File: src/core/cxo_pkg.sv
package cxo_pkg;

    ////////////////////////////////////////////////////////////////////
    // Register bus geometry
    localparam int          ADDR_W        = 8;
    localparam int          DATA_W        = 8;
    localparam logic [7:0]  OSC_CTRL_OFF  = 8'h00;

    ////////////////////////////////////////////////////////////////////
    // Control register layout
    localparam logic [7:0]  OSC_CTRL_RST  = 8'h00;
    localparam int          REF_EN_BIT    = 7;
    localparam int          RSV_HI_BIT    = 6;
    localparam int          STOP_KEEP_BIT = 5;
    localparam int          RSV_LO_BIT    = 4;
    localparam int          CAP_TWO_BIT   = 3;
    localparam int          CAP_FOUR_BIT  = 2;
    localparam int          CAP_EIGHT_BIT = 1;
    localparam int          CAP_SIXT_BIT  = 0;
    // Writable bits: reserved bits 6 and 4 are masked out
    localparam logic [7:0]  OSC_CTRL_WMSK = 8'haf;

    ////////////////////////////////////////////////////////////////////
    // Load capacitor weights in pF
    localparam int          CAP_W         = 5;
    localparam logic [4:0]  CAP_PF_TWO    = 5'h02;
    localparam logic [4:0]  CAP_PF_FOUR   = 5'h04;
    localparam logic [4:0]  CAP_PF_EIGHT  = 5'h08;
    localparam logic [4:0]  CAP_PF_SIXT   = 5'h10;

    ////////////////////////////////////////////////////////////////////
    // Start-up counter: raw oscillator cycles before release
    localparam int          CNT_W         = 13;
    localparam int          STARTUP_CYC   = 4096;

    ////////////////////////////////////////////////////////////////////
    // Oscillator states
    typedef enum logic [1:0] {
        CXO_OFF,
        CXO_STARTUP,
        CXO_STABLE,
        CXO_EXTCLK
    } cxo_fsm_t;

    // Two-stage pin synchroniser state
    typedef struct packed {
        logic s1;
        logic s2;
    } cxo_sync_t;

    // Start-up counter state
    typedef struct packed {
        logic [CNT_W-1:0] cnt;
        logic             done;
    } cxo_cnt_t;

    // Control block state
    typedef struct packed {
        logic [7:0]       ctrl;
        cxo_fsm_t         fsm;
        logic [7:0]       rdata;
        logic             clk_out;
        logic             ref_out;
        logic             raw_out;
        logic             drive;
        logic             drive_oe_n;
        logic [CAP_W-1:0] cap_pf;
        logic             raw_d;
        logic             stop_d;
        logic             stop_ok;
    } cxo_state_t;

    localparam cxo_state_t CXO_ST_RST = '{
        ctrl:       OSC_CTRL_RST,
        fsm:        CXO_OFF,
        rdata:      8'h00,
        clk_out:    1'b0,
        ref_out:    1'b0,
        raw_out:    1'b0,
        drive:      1'b0,
        drive_oe_n: 1'b1,
        cap_pf:     5'h00,
        raw_d:      1'b0,
        stop_d:     1'b0,
        stop_ok:    1'b0
    };

endpackage : cxo_pkg

File: src/core/cxo_ctrl.sv
// Our own choice: the address-and-strobe port.
`timescale 1ns/10ps
////////////////////////////////////////////////////////////////////////
module cxo_ctrl
    import cxo_pkg::*;
#(
    parameter int STARTUP_CYCLES = STARTUP_CYC
)(
    input  wire logic              clk,
    input  wire logic              nrst,
    // Register port
    input  wire logic [ADDR_W-1:0] reg_addr,
    input  wire logic [DATA_W-1:0] reg_wdata,
    input  wire logic              reg_wr,
    input  wire logic              reg_rd,
    output logic      [DATA_W-1:0] reg_rdata,
    // Clock generator side
    input  wire logic              osc_run_request,
    input  wire logic              internal_osc_select,
    input  wire logic              stop_mode,
    input  wire logic              vlls_wake,
    // Crystal pins
    input  wire logic              clock_input_pin,
    output logic                   osc_drive_pin,
    output logic                   osc_drive_oe_n,
    // Clock outputs and status
    output logic                   module_out_clock,
    output logic                   peripheral_ref_clock,
    output logic                   raw_osc_clock,
    output logic                   startup_count_done,
    output logic      [3:0]        load_cap_sel,
    output logic      [CAP_W-1:0]  load_cap_pf,
    output cxo_fsm_t               osc_state
);

    ////////////////////////////////////////////////////////////////////
    // Declarations

    cxo_state_t st_r;
    cxo_state_t st_nxt;

    logic       raw_s;
    logic       raw_rise;
    logic       reg_hit;
    logic       ref_en;
    logic       stop_keep;
    logic       stop_rise;
    logic       stop_ok_now;
    logic       osc_en;
    logic       int_en;
    logic       cnt_clear;
    logic       cnt_tick;
    logic       cnt_done;

    ////////////////////////////////////////////////////////////////////
    // Pin synchroniser and start-up counter

    // Clock input pin enters through two flops
    cxo_sync u_sync (
        .clk      (clk),
        .nrst     (nrst),
        .pin_in   (clock_input_pin),
        .pin_sync (raw_s)
    );

    // Start-up cycle counter
    cxo_startup_cnt #(
        .CYCLES (STARTUP_CYCLES)
    ) u_cnt (
        .clk   (clk),
        .nrst  (nrst),
        .clear (cnt_clear),
        .tick  (cnt_tick),
        .done  (cnt_done)
    );

    ////////////////////////////////////////////////////////////////////
    // Enable decode

    // Control fields and address match
    assign reg_hit   = reg_addr == OSC_CTRL_OFF;
    assign ref_en    = st_r.ctrl[REF_EN_BIT];
    assign stop_keep = st_r.ctrl[STOP_KEEP_BIT];

    // Stop entry edge; enable state at entry is latched in stop_ok
    assign stop_rise = stop_mode && !st_r.stop_d;
    assign stop_ok_now = ref_en && stop_keep
                         && (stop_rise || st_r.stop_ok);

    assign osc_en = stop_mode ? stop_ok_now : osc_run_request;

    // Internal oscillator path wanted
    assign int_en = osc_en && internal_osc_select;

    assign cnt_clear = !int_en;

    // Rising edge of the synchronised raw clock
    assign raw_rise = raw_s && !st_r.raw_d;

    assign cnt_tick = raw_rise && (st_r.fsm == CXO_STARTUP);

    ////////////////////////////////////////////////////////////////////
    // Next-state logic

    always_comb begin
        st_nxt        = st_r;
        st_nxt.raw_d  = raw_s;
        st_nxt.stop_d = stop_mode;
        st_nxt.stop_ok = stop_mode && stop_ok_now;

        if (vlls_wake) begin
            st_nxt.ctrl = OSC_CTRL_RST;
        end else if (reg_wr && reg_hit) begin
            st_nxt.ctrl = reg_wdata & OSC_CTRL_WMSK;
        end

        if (reg_rd && reg_hit) begin
            st_nxt.rdata = st_r.ctrl;
        end else begin
            st_nxt.rdata = 8'h00;
        end

        st_nxt.cap_pf =
            (st_nxt.ctrl[CAP_TWO_BIT]   ? CAP_PF_TWO   : 5'h00)
          + (st_nxt.ctrl[CAP_FOUR_BIT]  ? CAP_PF_FOUR  : 5'h00)
          + (st_nxt.ctrl[CAP_EIGHT_BIT] ? CAP_PF_EIGHT : 5'h00)
          + (st_nxt.ctrl[CAP_SIXT_BIT]  ? CAP_PF_SIXT  : 5'h00);

        // State sequence
        case (st_r.fsm)
            CXO_OFF: begin
                if (int_en) begin
                    st_nxt.fsm = CXO_STARTUP;
                end else if (osc_en) begin
                    st_nxt.fsm = CXO_EXTCLK;
                end
            end
            CXO_STARTUP: begin
                if (!osc_en) begin
                    st_nxt.fsm = CXO_OFF;
                end else if (!internal_osc_select) begin
                    st_nxt.fsm = CXO_EXTCLK;
                end else if (cnt_done) begin
                    st_nxt.fsm = CXO_STABLE;
                end
            end
            CXO_STABLE: begin
                if (!osc_en) begin
                    st_nxt.fsm = CXO_OFF;
                end else if (!internal_osc_select) begin
                    st_nxt.fsm = CXO_EXTCLK;
                end
            end
            CXO_EXTCLK: begin
                if (!osc_en) begin
                    st_nxt.fsm = CXO_OFF;
                end else if (internal_osc_select) begin
                    st_nxt.fsm = CXO_STARTUP;
                end
            end
            default: begin
                st_nxt.fsm = CXO_OFF;
            end
        endcase

        case (st_r.fsm)
            CXO_STARTUP: begin
                st_nxt.raw_out    = raw_s;
                st_nxt.clk_out    = 1'b0;
                st_nxt.drive      = !raw_s;
                st_nxt.drive_oe_n = 1'b0;
            end
            CXO_STABLE: begin
                st_nxt.raw_out    = raw_s;
                st_nxt.clk_out    = raw_s;
                st_nxt.drive      = !raw_s;
                st_nxt.drive_oe_n = 1'b0;
            end
            CXO_EXTCLK: begin
                st_nxt.raw_out    = raw_s;
                st_nxt.clk_out    = raw_s;
                st_nxt.drive      = 1'b0;
                st_nxt.drive_oe_n = 1'b1;
            end
            default: begin
                st_nxt.raw_out    = 1'b0;
                st_nxt.clk_out    = 1'b0;
                st_nxt.drive      = 1'b0;
                st_nxt.drive_oe_n = 1'b1;
            end
        endcase

        st_nxt.ref_out = ref_en && st_nxt.clk_out
                         && (!stop_mode || stop_ok_now);
    end

    ////////////////////////////////////////////////////////////////////
    // State register

    always_ff @(posedge clk or negedge nrst) begin
        if (!nrst) begin
            st_r <= CXO_ST_RST;
        end else begin
            st_r <= st_nxt;
        end
    end

    ////////////////////////////////////////////////////////////////////
    // Outputs

    // Everything except startup_count_done comes straight from the state register
    assign reg_rdata            = st_r.rdata;
    assign osc_drive_pin        = st_r.drive;
    assign osc_drive_oe_n       = st_r.drive_oe_n;
    assign module_out_clock     = st_r.clk_out;
    assign peripheral_ref_clock = st_r.ref_out;
    assign raw_osc_clock        = st_r.raw_out;
    assign startup_count_done   = cnt_done;
    assign load_cap_sel         = st_r.ctrl[3:0];
    assign load_cap_pf          = st_r.cap_pf;
    assign osc_state            = st_r.fsm;

    ////////////////////////////////////////////////////////////////////
    // Checks

    a_read_ctrl_val: assert property (
        @(posedge clk) disable iff (!nrst)
        reg_rd && reg_hit && !vlls_wake
        |=> reg_rdata == $past(st_r.ctrl) ##1 reg_rdata == 8'h00
            || $past(reg_rd, 1))
        else $error("read data wrong or not one cycle");

    a_rsv_read_zero: assert property (
        @(posedge clk) disable iff (!nrst)
        reg_wr && reg_hit && !vlls_wake
        |=> st_r.ctrl[RSV_HI_BIT] == 1'b0
            && st_r.ctrl[RSV_LO_BIT] == 1'b0
            && st_r.ctrl[REF_EN_BIT] == $past(reg_wdata[REF_EN_BIT]))
        else $error("reserved bit stored or write lost");

    a_ref_disabled: assert property (
        @(posedge clk) disable iff (!nrst)
        !ref_en |=> !peripheral_ref_clock)
        else $error("reference clock active while disabled");

    a_stop_ref_off: assert property (
        @(posedge clk) disable iff (!nrst)
        stop_mode && !stop_keep |=> !peripheral_ref_clock)
        else $error("reference clock runs in stop without keep bit");

    a_stop_osc_off: assert property (
        @(posedge clk) disable iff (!nrst)
        stop_mode && !(ref_en && stop_keep) [*2]
        |=> osc_state == CXO_OFF)
        else $error("oscillator runs in stop without both bits");

    a_cap_weight: assert property (
        @(posedge clk) disable iff (!nrst)
        load_cap_pf == {st_r.ctrl[0], st_r.ctrl[1],
                        st_r.ctrl[2], st_r.ctrl[3], 1'b0})
        else $error("load capacitance sum wrong");

    a_off_static: assert property (
        @(posedge clk) disable iff (!nrst)
        osc_state == CXO_OFF
        |=> !raw_osc_clock && osc_drive_oe_n && !module_out_clock)
        else $error("off state not static or pins coupled");

    a_start_gated: assert property (
        @(posedge clk) disable iff (!nrst)
        osc_state == CXO_OFF && int_en
        |=> osc_state == CXO_STARTUP ##1 !module_out_clock)
        else $error("start-up not entered or output not gated");

    a_stable_entry: assert property (
        @(posedge clk) disable iff (!nrst)
        osc_state == CXO_STARTUP && cnt_done && int_en
        |=> osc_state == CXO_STABLE)
        else $error("stable state not entered after count");

    a_ext_passes: assert property (
        @(posedge clk) disable iff (!nrst)
        osc_state == CXO_EXTCLK
        |=> module_out_clock == $past(raw_s) && osc_drive_oe_n)
        else $error("external clock not passed through");

    a_wake_reset: assert property (
        @(posedge clk) disable iff (!nrst)
        vlls_wake |=> st_r.ctrl == OSC_CTRL_RST)
        else $error("control not reset on deep stop wake");

    a_start_out_low: assert property (
        @(posedge clk) disable iff (!nrst)
        osc_state == CXO_STARTUP |=> !module_out_clock)
        else $error("output clock not gated during start-up");

    a_amp_drives: assert property (
        @(posedge clk) disable iff (!nrst)
        osc_state == CXO_STARTUP || osc_state == CXO_STABLE
        |=> !osc_drive_oe_n && osc_drive_pin == !$past(raw_s))
        else $error("amplifier not driving the drive pin");

    a_stable_follow: assert property (
        @(posedge clk) disable iff (!nrst)
        osc_state == CXO_STABLE |=> module_out_clock == $past(raw_s))
        else $error("stable output does not follow raw clock");

    a_ref_follow: assert property (
        @(posedge clk) disable iff (!nrst)
        ref_en && !stop_mode
        |=> peripheral_ref_clock == module_out_clock)
        else $error("reference clock does not follow output");

endmodule : cxo_ctrl

File: src/core/cxo_sync.sv
`timescale 1ns/10ps
// Two flip-flop synchroniser for the clock input pin
module cxo_sync
    import cxo_pkg::*;
(
    input  wire logic clk,
    input  wire logic nrst,
    input  wire logic pin_in,
    output logic      pin_sync
);

    cxo_sync_t st_r;
    cxo_sync_t st_nxt;

    // First stage feeds only the second stage
    always_comb begin
        st_nxt    = st_r;
        st_nxt.s1 = pin_in;
        st_nxt.s2 = st_r.s1;
    end

    // State register
    always_ff @(posedge clk or negedge nrst) begin
        if (!nrst) begin
            st_r <= '0;
        end else begin
            st_r <= st_nxt;
        end
    end

    assign pin_sync = st_r.s2;

endmodule : cxo_sync

File: src/core/cxo_startup_cnt.sv
`timescale 1ns/10ps
// Saturating counter of raw oscillator cycles during start-up
module cxo_startup_cnt
    import cxo_pkg::*;
#(
    parameter int CYCLES = STARTUP_CYC
)(
    input  wire logic clk,
    input  wire logic nrst,
    input  wire logic clear,
    input  wire logic tick,
    output logic      done
);

    localparam logic [CNT_W-1:0] LIMIT = CNT_W'(CYCLES);

    cxo_cnt_t st_r;
    cxo_cnt_t st_nxt;

    // Count ticks, stop at the limit, restart on clear
    always_comb begin
        st_nxt = st_r;
        if (clear) begin
            st_nxt = '0;
        end else if (st_r.cnt == LIMIT) begin
            st_nxt.done = 1'b1;
        end else if (tick) begin
            st_nxt.cnt  = st_r.cnt + CNT_W'(1);
            st_nxt.done = (st_r.cnt + CNT_W'(1)) == LIMIT;
        end
    end

    // State register
    always_ff @(posedge clk or negedge nrst) begin
        if (!nrst) begin
            st_r <= '0;
        end else begin
            st_r <= st_nxt;
        end
    end

    assign done = st_r.done;

    a_cnt_clear: assert property (
        @(posedge clk) disable iff (!nrst)
        clear |=> !done && st_r.cnt == '0)
        else $error("start-up counter not cleared");

    a_cnt_hold: assert property (
        @(posedge clk) disable iff (!nrst)
        done && !clear |=> done)
        else $error("count done dropped without clear");

endmodule : cxo_startup_cnt

File: config.mk
export PLATFORM = sky130hd
export DESIGN_NAME = cxo_ctrl
export DESIGN_NICKNAME = d
export VERILOG_FILES = /design/src/core/cxo_pkg.sv /design/src/core/cxo_ctrl.sv /design/src/core/cxo_sync.sv /design/src/core/cxo_startup_cnt.sv
export SDC_FILE = /design/constraint.sdc
export NUM_CORES = 1
export LEC_CHECK = 0
export ABC_AREA = 1
export ABC_CLOCK_PERIOD_IN_PS = 2600
export BUFFER_PORTS_ARGS = -buffer_cell sky130_fd_sc_hd__buf_2
export CORE_MARGIN = 1
export CORE_UTILIZATION = 58
export CTS_CLUSTER_DIAMETER = 40
export DETAILED_ROUTE_END_ITERATION = 8
export PLACE_DENSITY = 0.85
export SLEW_MARGIN = 10
export SYNTH_ARGS = -nofsm -noshare
export SYNTH_HDL_FRONTEND = slang
export SYNTH_SLANG_ARGS = --single-unit
export TNS_END_PERCENT = 20
File: constraint.sdc
create_clock -name clk -period 2.6 [get_ports clk]
set_input_delay 0.39 -clock clk [delete_from_list [all_inputs] [get_ports clk]]
set_output_delay 0.39 -clock clk [all_outputs]
set_load 0.05 [all_outputs]
==> flow_summary_export.csv <==
group,metric,value,unit
run_status,status,"finished clean",
synthesis,synth-edff-count,0,
worst_setup_path,required,2.82,ns
timing,rsz0062_at_grt,"no",
worst_setup_path,crit_arrival,2.08,ns
floorplanning,die_w,63.6,µm
clock_network,cts_hold_buf,0,
synthesis,synth_top_area_frac,0.433,
worst_setup_path,crit_family,"simple AND/OR/NAND/NOR gates",
worst_setup_path,critical_path_class,"reg -> reg",
drt,drt_iter0_drc,87,
global_route,track_usage,0.227,
timing,skew,0.00475,ns
synthesis,synth_area_per_cell,8.11,µm²
floorplanning,fp.dieArea,0.00404,mm²
worst_setup_path,path_cells,"inv_1 -> ha_1 -> inv_1 -> nor2_1 -> nand2_1 -> nor2_2 -> o21ai_0 -> a21oi_1",
worst_setup_path,slowest_delay,0.45,ns
layout,area_growth_syn_to_layout,9.90,%
clock_network,post_cts_resized,0,
timing,period_share,0.718,
layout,drive_gt1_frac,0.252,
synthesis,synthFlopType,"dfrtp_1",
global_route,overflow,0,
synthesis,synth_area,0.00220,mm²
clock_network,clk_latency,0.29,ns
placement,port_buffers,46,
synthesis,synthTopCellsByArea,"dfrtp_1 (43%), nand2_1 (8.4%), nor2_1 (6.7%)",
timing,setup_viol,0,
drt,firstDrtPassIters,4,
global_route,grt_pass1_wl,7.00,mm
clock_network,post_cts_buffers,0,
global_route,use_met3,0.0525,
timing,tns,0,ns
floorplanning,ioPinCount,50,
floorplanning,initial_core_util,0.600,
global_route,grt_use_met2,0.382,
synthesis,synth_top_area_cell,"dfrtp_1",
clock_network,h-tree-depth,2,
run,cap_viol_max_count,0,
timing,min_period,1.87,ns
worst_setup_path,cp_max_fo,13,
global_route,first_global_vias,1603,
drt,wl,4.16,mm
floorplanning,coreArea,0.00366,mm²
layout,nets,336,
clock_network,cts.path.max_buffers,2,
synthesis,synth_seq_cells,39,
placement,place_hpwl,3.05,mm
timing,relSlewSlack,0.447,
power,fin_total_pwr,1.60,mW
global_route,antenna_found_initial,0,
timing,maxSlewViolCount,0,
power,p_leak,1.25,nW
drt,postRouteAntennaNets,0,
layout,design_area,0.00242,mm²
worst_setup_path,crit_top_cell,"inv_1",
placement,placed_cell_area,0.00233,mm²
timing,hold_viol,0,
global_route,top_usage_layer,"met2",
hold_path,min_path_type,"in -> async",
synthesis,async_reset_ff_frac,1.00,
global_route,grt_max_degree,40,
clock_network,root_buffer,"clkbuf_8",
clock_network,clkTransAtPathRegs,0.07,ns
synthesis,yosysSeqAreaShare,0.445,
timing,clock.fmax,536,MHz
drt,vias_per_cell,5.02,
synthesis,syn_inst,271,
drt,drc,0,
worst_setup_path,cp-start-kind,"register",
layout,diodes,0,
synthesis,yosys.cell_types.count,31,
worst_setup_path,slowest_stage,"nor2_2",
synthesis,yosys_warnings,0,
worst_setup_path,crit_path_end_kind,"register",
clock_network,cts_buffers,5,
clock_network,numClockSinks,39,
global_route,grt_util_met1,0.286,
power,powerDensity,664,mW/mm²
power,max-vdd-ir-drop,0.836,mV
worst_setup_path,path_buf_inv,2,
clock_network,cts_tree,"done",
placement,gp_congestion,0.837,
floorplanning,die_h,63.6,µm
drt,num_vias,1773,
floorplanning,rows,22,
timing,tightest_slew,0.830,ns
drt,wl_per_cell,11.8,µm
layout,final_cells,353,
placement,place_inst,345,
[worst reg2reg max path, cell delays in order (launching register included)]
cell	delay (ns)
dfrtp_1	0.44
inv_1	0.12
ha_1	0.17
inv_1	0.07
nor2_1	0.08
nand2_1	0.18
nor2_2	0.45
o21ai_0	0.14
a21oi_1	0.14
[layout by cell type (no fill, tap or decap), drive strengths merged]
| cell type | instances |
|---|---|
| nand2 | 56 |
| buf | 46 |
| nor2 | 45 |
| inv | 39 |
| dfrtp | 38 |
| o21ai | 16 |
| nand3 | 11 |
| a21oi | 9 |
| ha | 7 |
| nand4 | 6 |
| o22ai | 6 |
| clkbuf | 5 |
| nand3b | 3 |
| nor3 | 3 |
| xnor2 | 2 |
| conb | 2 |
| clkinvlp | 2 |
| or2 | 2 |
| nor4 | 1 |
| o21bai | 1 |
| and3 | 1 |
| o211ai | 1 |
| o21a | 1 |
| clkinv | 1 |
| dfstp | 1 |
[per-stage QoR]
step | hold slack, ns | utilization | setup WS [ns]
floorplan | 0.0944 | - | 1.09
global placement | 0.334 | 0.636 | 0.817
detailed placement | 0.337 | 0.636 | 0.759
CTS | 0.190 | 0.660 | 0.743
global route | 0.184 | 0.660 | 0.542
finish | 0.195 | 0.660 | 0.734
[worst paths after layout]
check / start / end / slack, ns / cells past startpoint
worst min-delay path: nrst / u_cnt.st_r[12] / 0.19 / 1
min in group clk: clock_input_pin / u_sync.st_nxt[0] / 0.20 / 1
worst max-delay path: osc_state[1] / u_cnt.st_r[11] / 0.73 / 8
worst max register to register: osc_state[1] / u_cnt.st_r[11] / 0.73 / 8
worst min register to register: u_sync.st_nxt[0] / u_sync.pin_sync / 0.35 / 0
max in group asynchronous: nrst / raw_osc_clock / 1.89 / 1
[sequential cells by signal (all words and copies together) (netlist names), 2 cells and up]
register,cells
u_cnt.st_r,13
reg_rdata,7
st_r,4
load_cap_pf,3
osc_state,2
[synth_stat cells (4+ instances only)]
cell type and n:
a21oi_1 8, buf_4 19, dfrtp_1 38, ha_1 7, inv_1 36, nand2_1 49
nand2_2 7, nand3_1 11, nand4_1 6, nor2_1 39, nor2_2 4, o21ai_0 15
o22ai_1 6
[cells by family (layout without fill, tap and decap cells)]
kind of cell | Yosys count | count (layout) | synth area share
AOI/OAI and AO/OA | 34 | 34 | 0.0928
DFF | 39 | 39 | 0.445
and+or+nand+nor | 128 | 128 | 0.271
adders and majority gates | 7 | 7 | 0.0398
other | 1 | 2 | 0.00171
buffers and inverters | 60 | 93 | 0.142
xor gates and xnor gates | 2 | 2 | 0.00797
[routing by layer]
metal,routed length [µm],share of wire
met3,204,0.049
met1,1820,0.44
met5,0,0
met4,39,0.0094
met2,2100,0.50
[report_power, final]
group	switching [mW]	internal (mW)	leakage, nW
Clock	0.209	0.186	0.0402
Combinational	0.371	0.139	0.684
Sequential	0.0361	0.664	0.524
[layout make-up]
cell class	count	area, µm²
multi-input combinational	173	913
inverter	39	146
fill	303	1240
clock inverter	3	20.0
clock buffer	5	68.8
tap	48	60.1
timing repair buffer	46	230
sequential	39	977
Note: power is estimated with default switching activity, not from simulation.
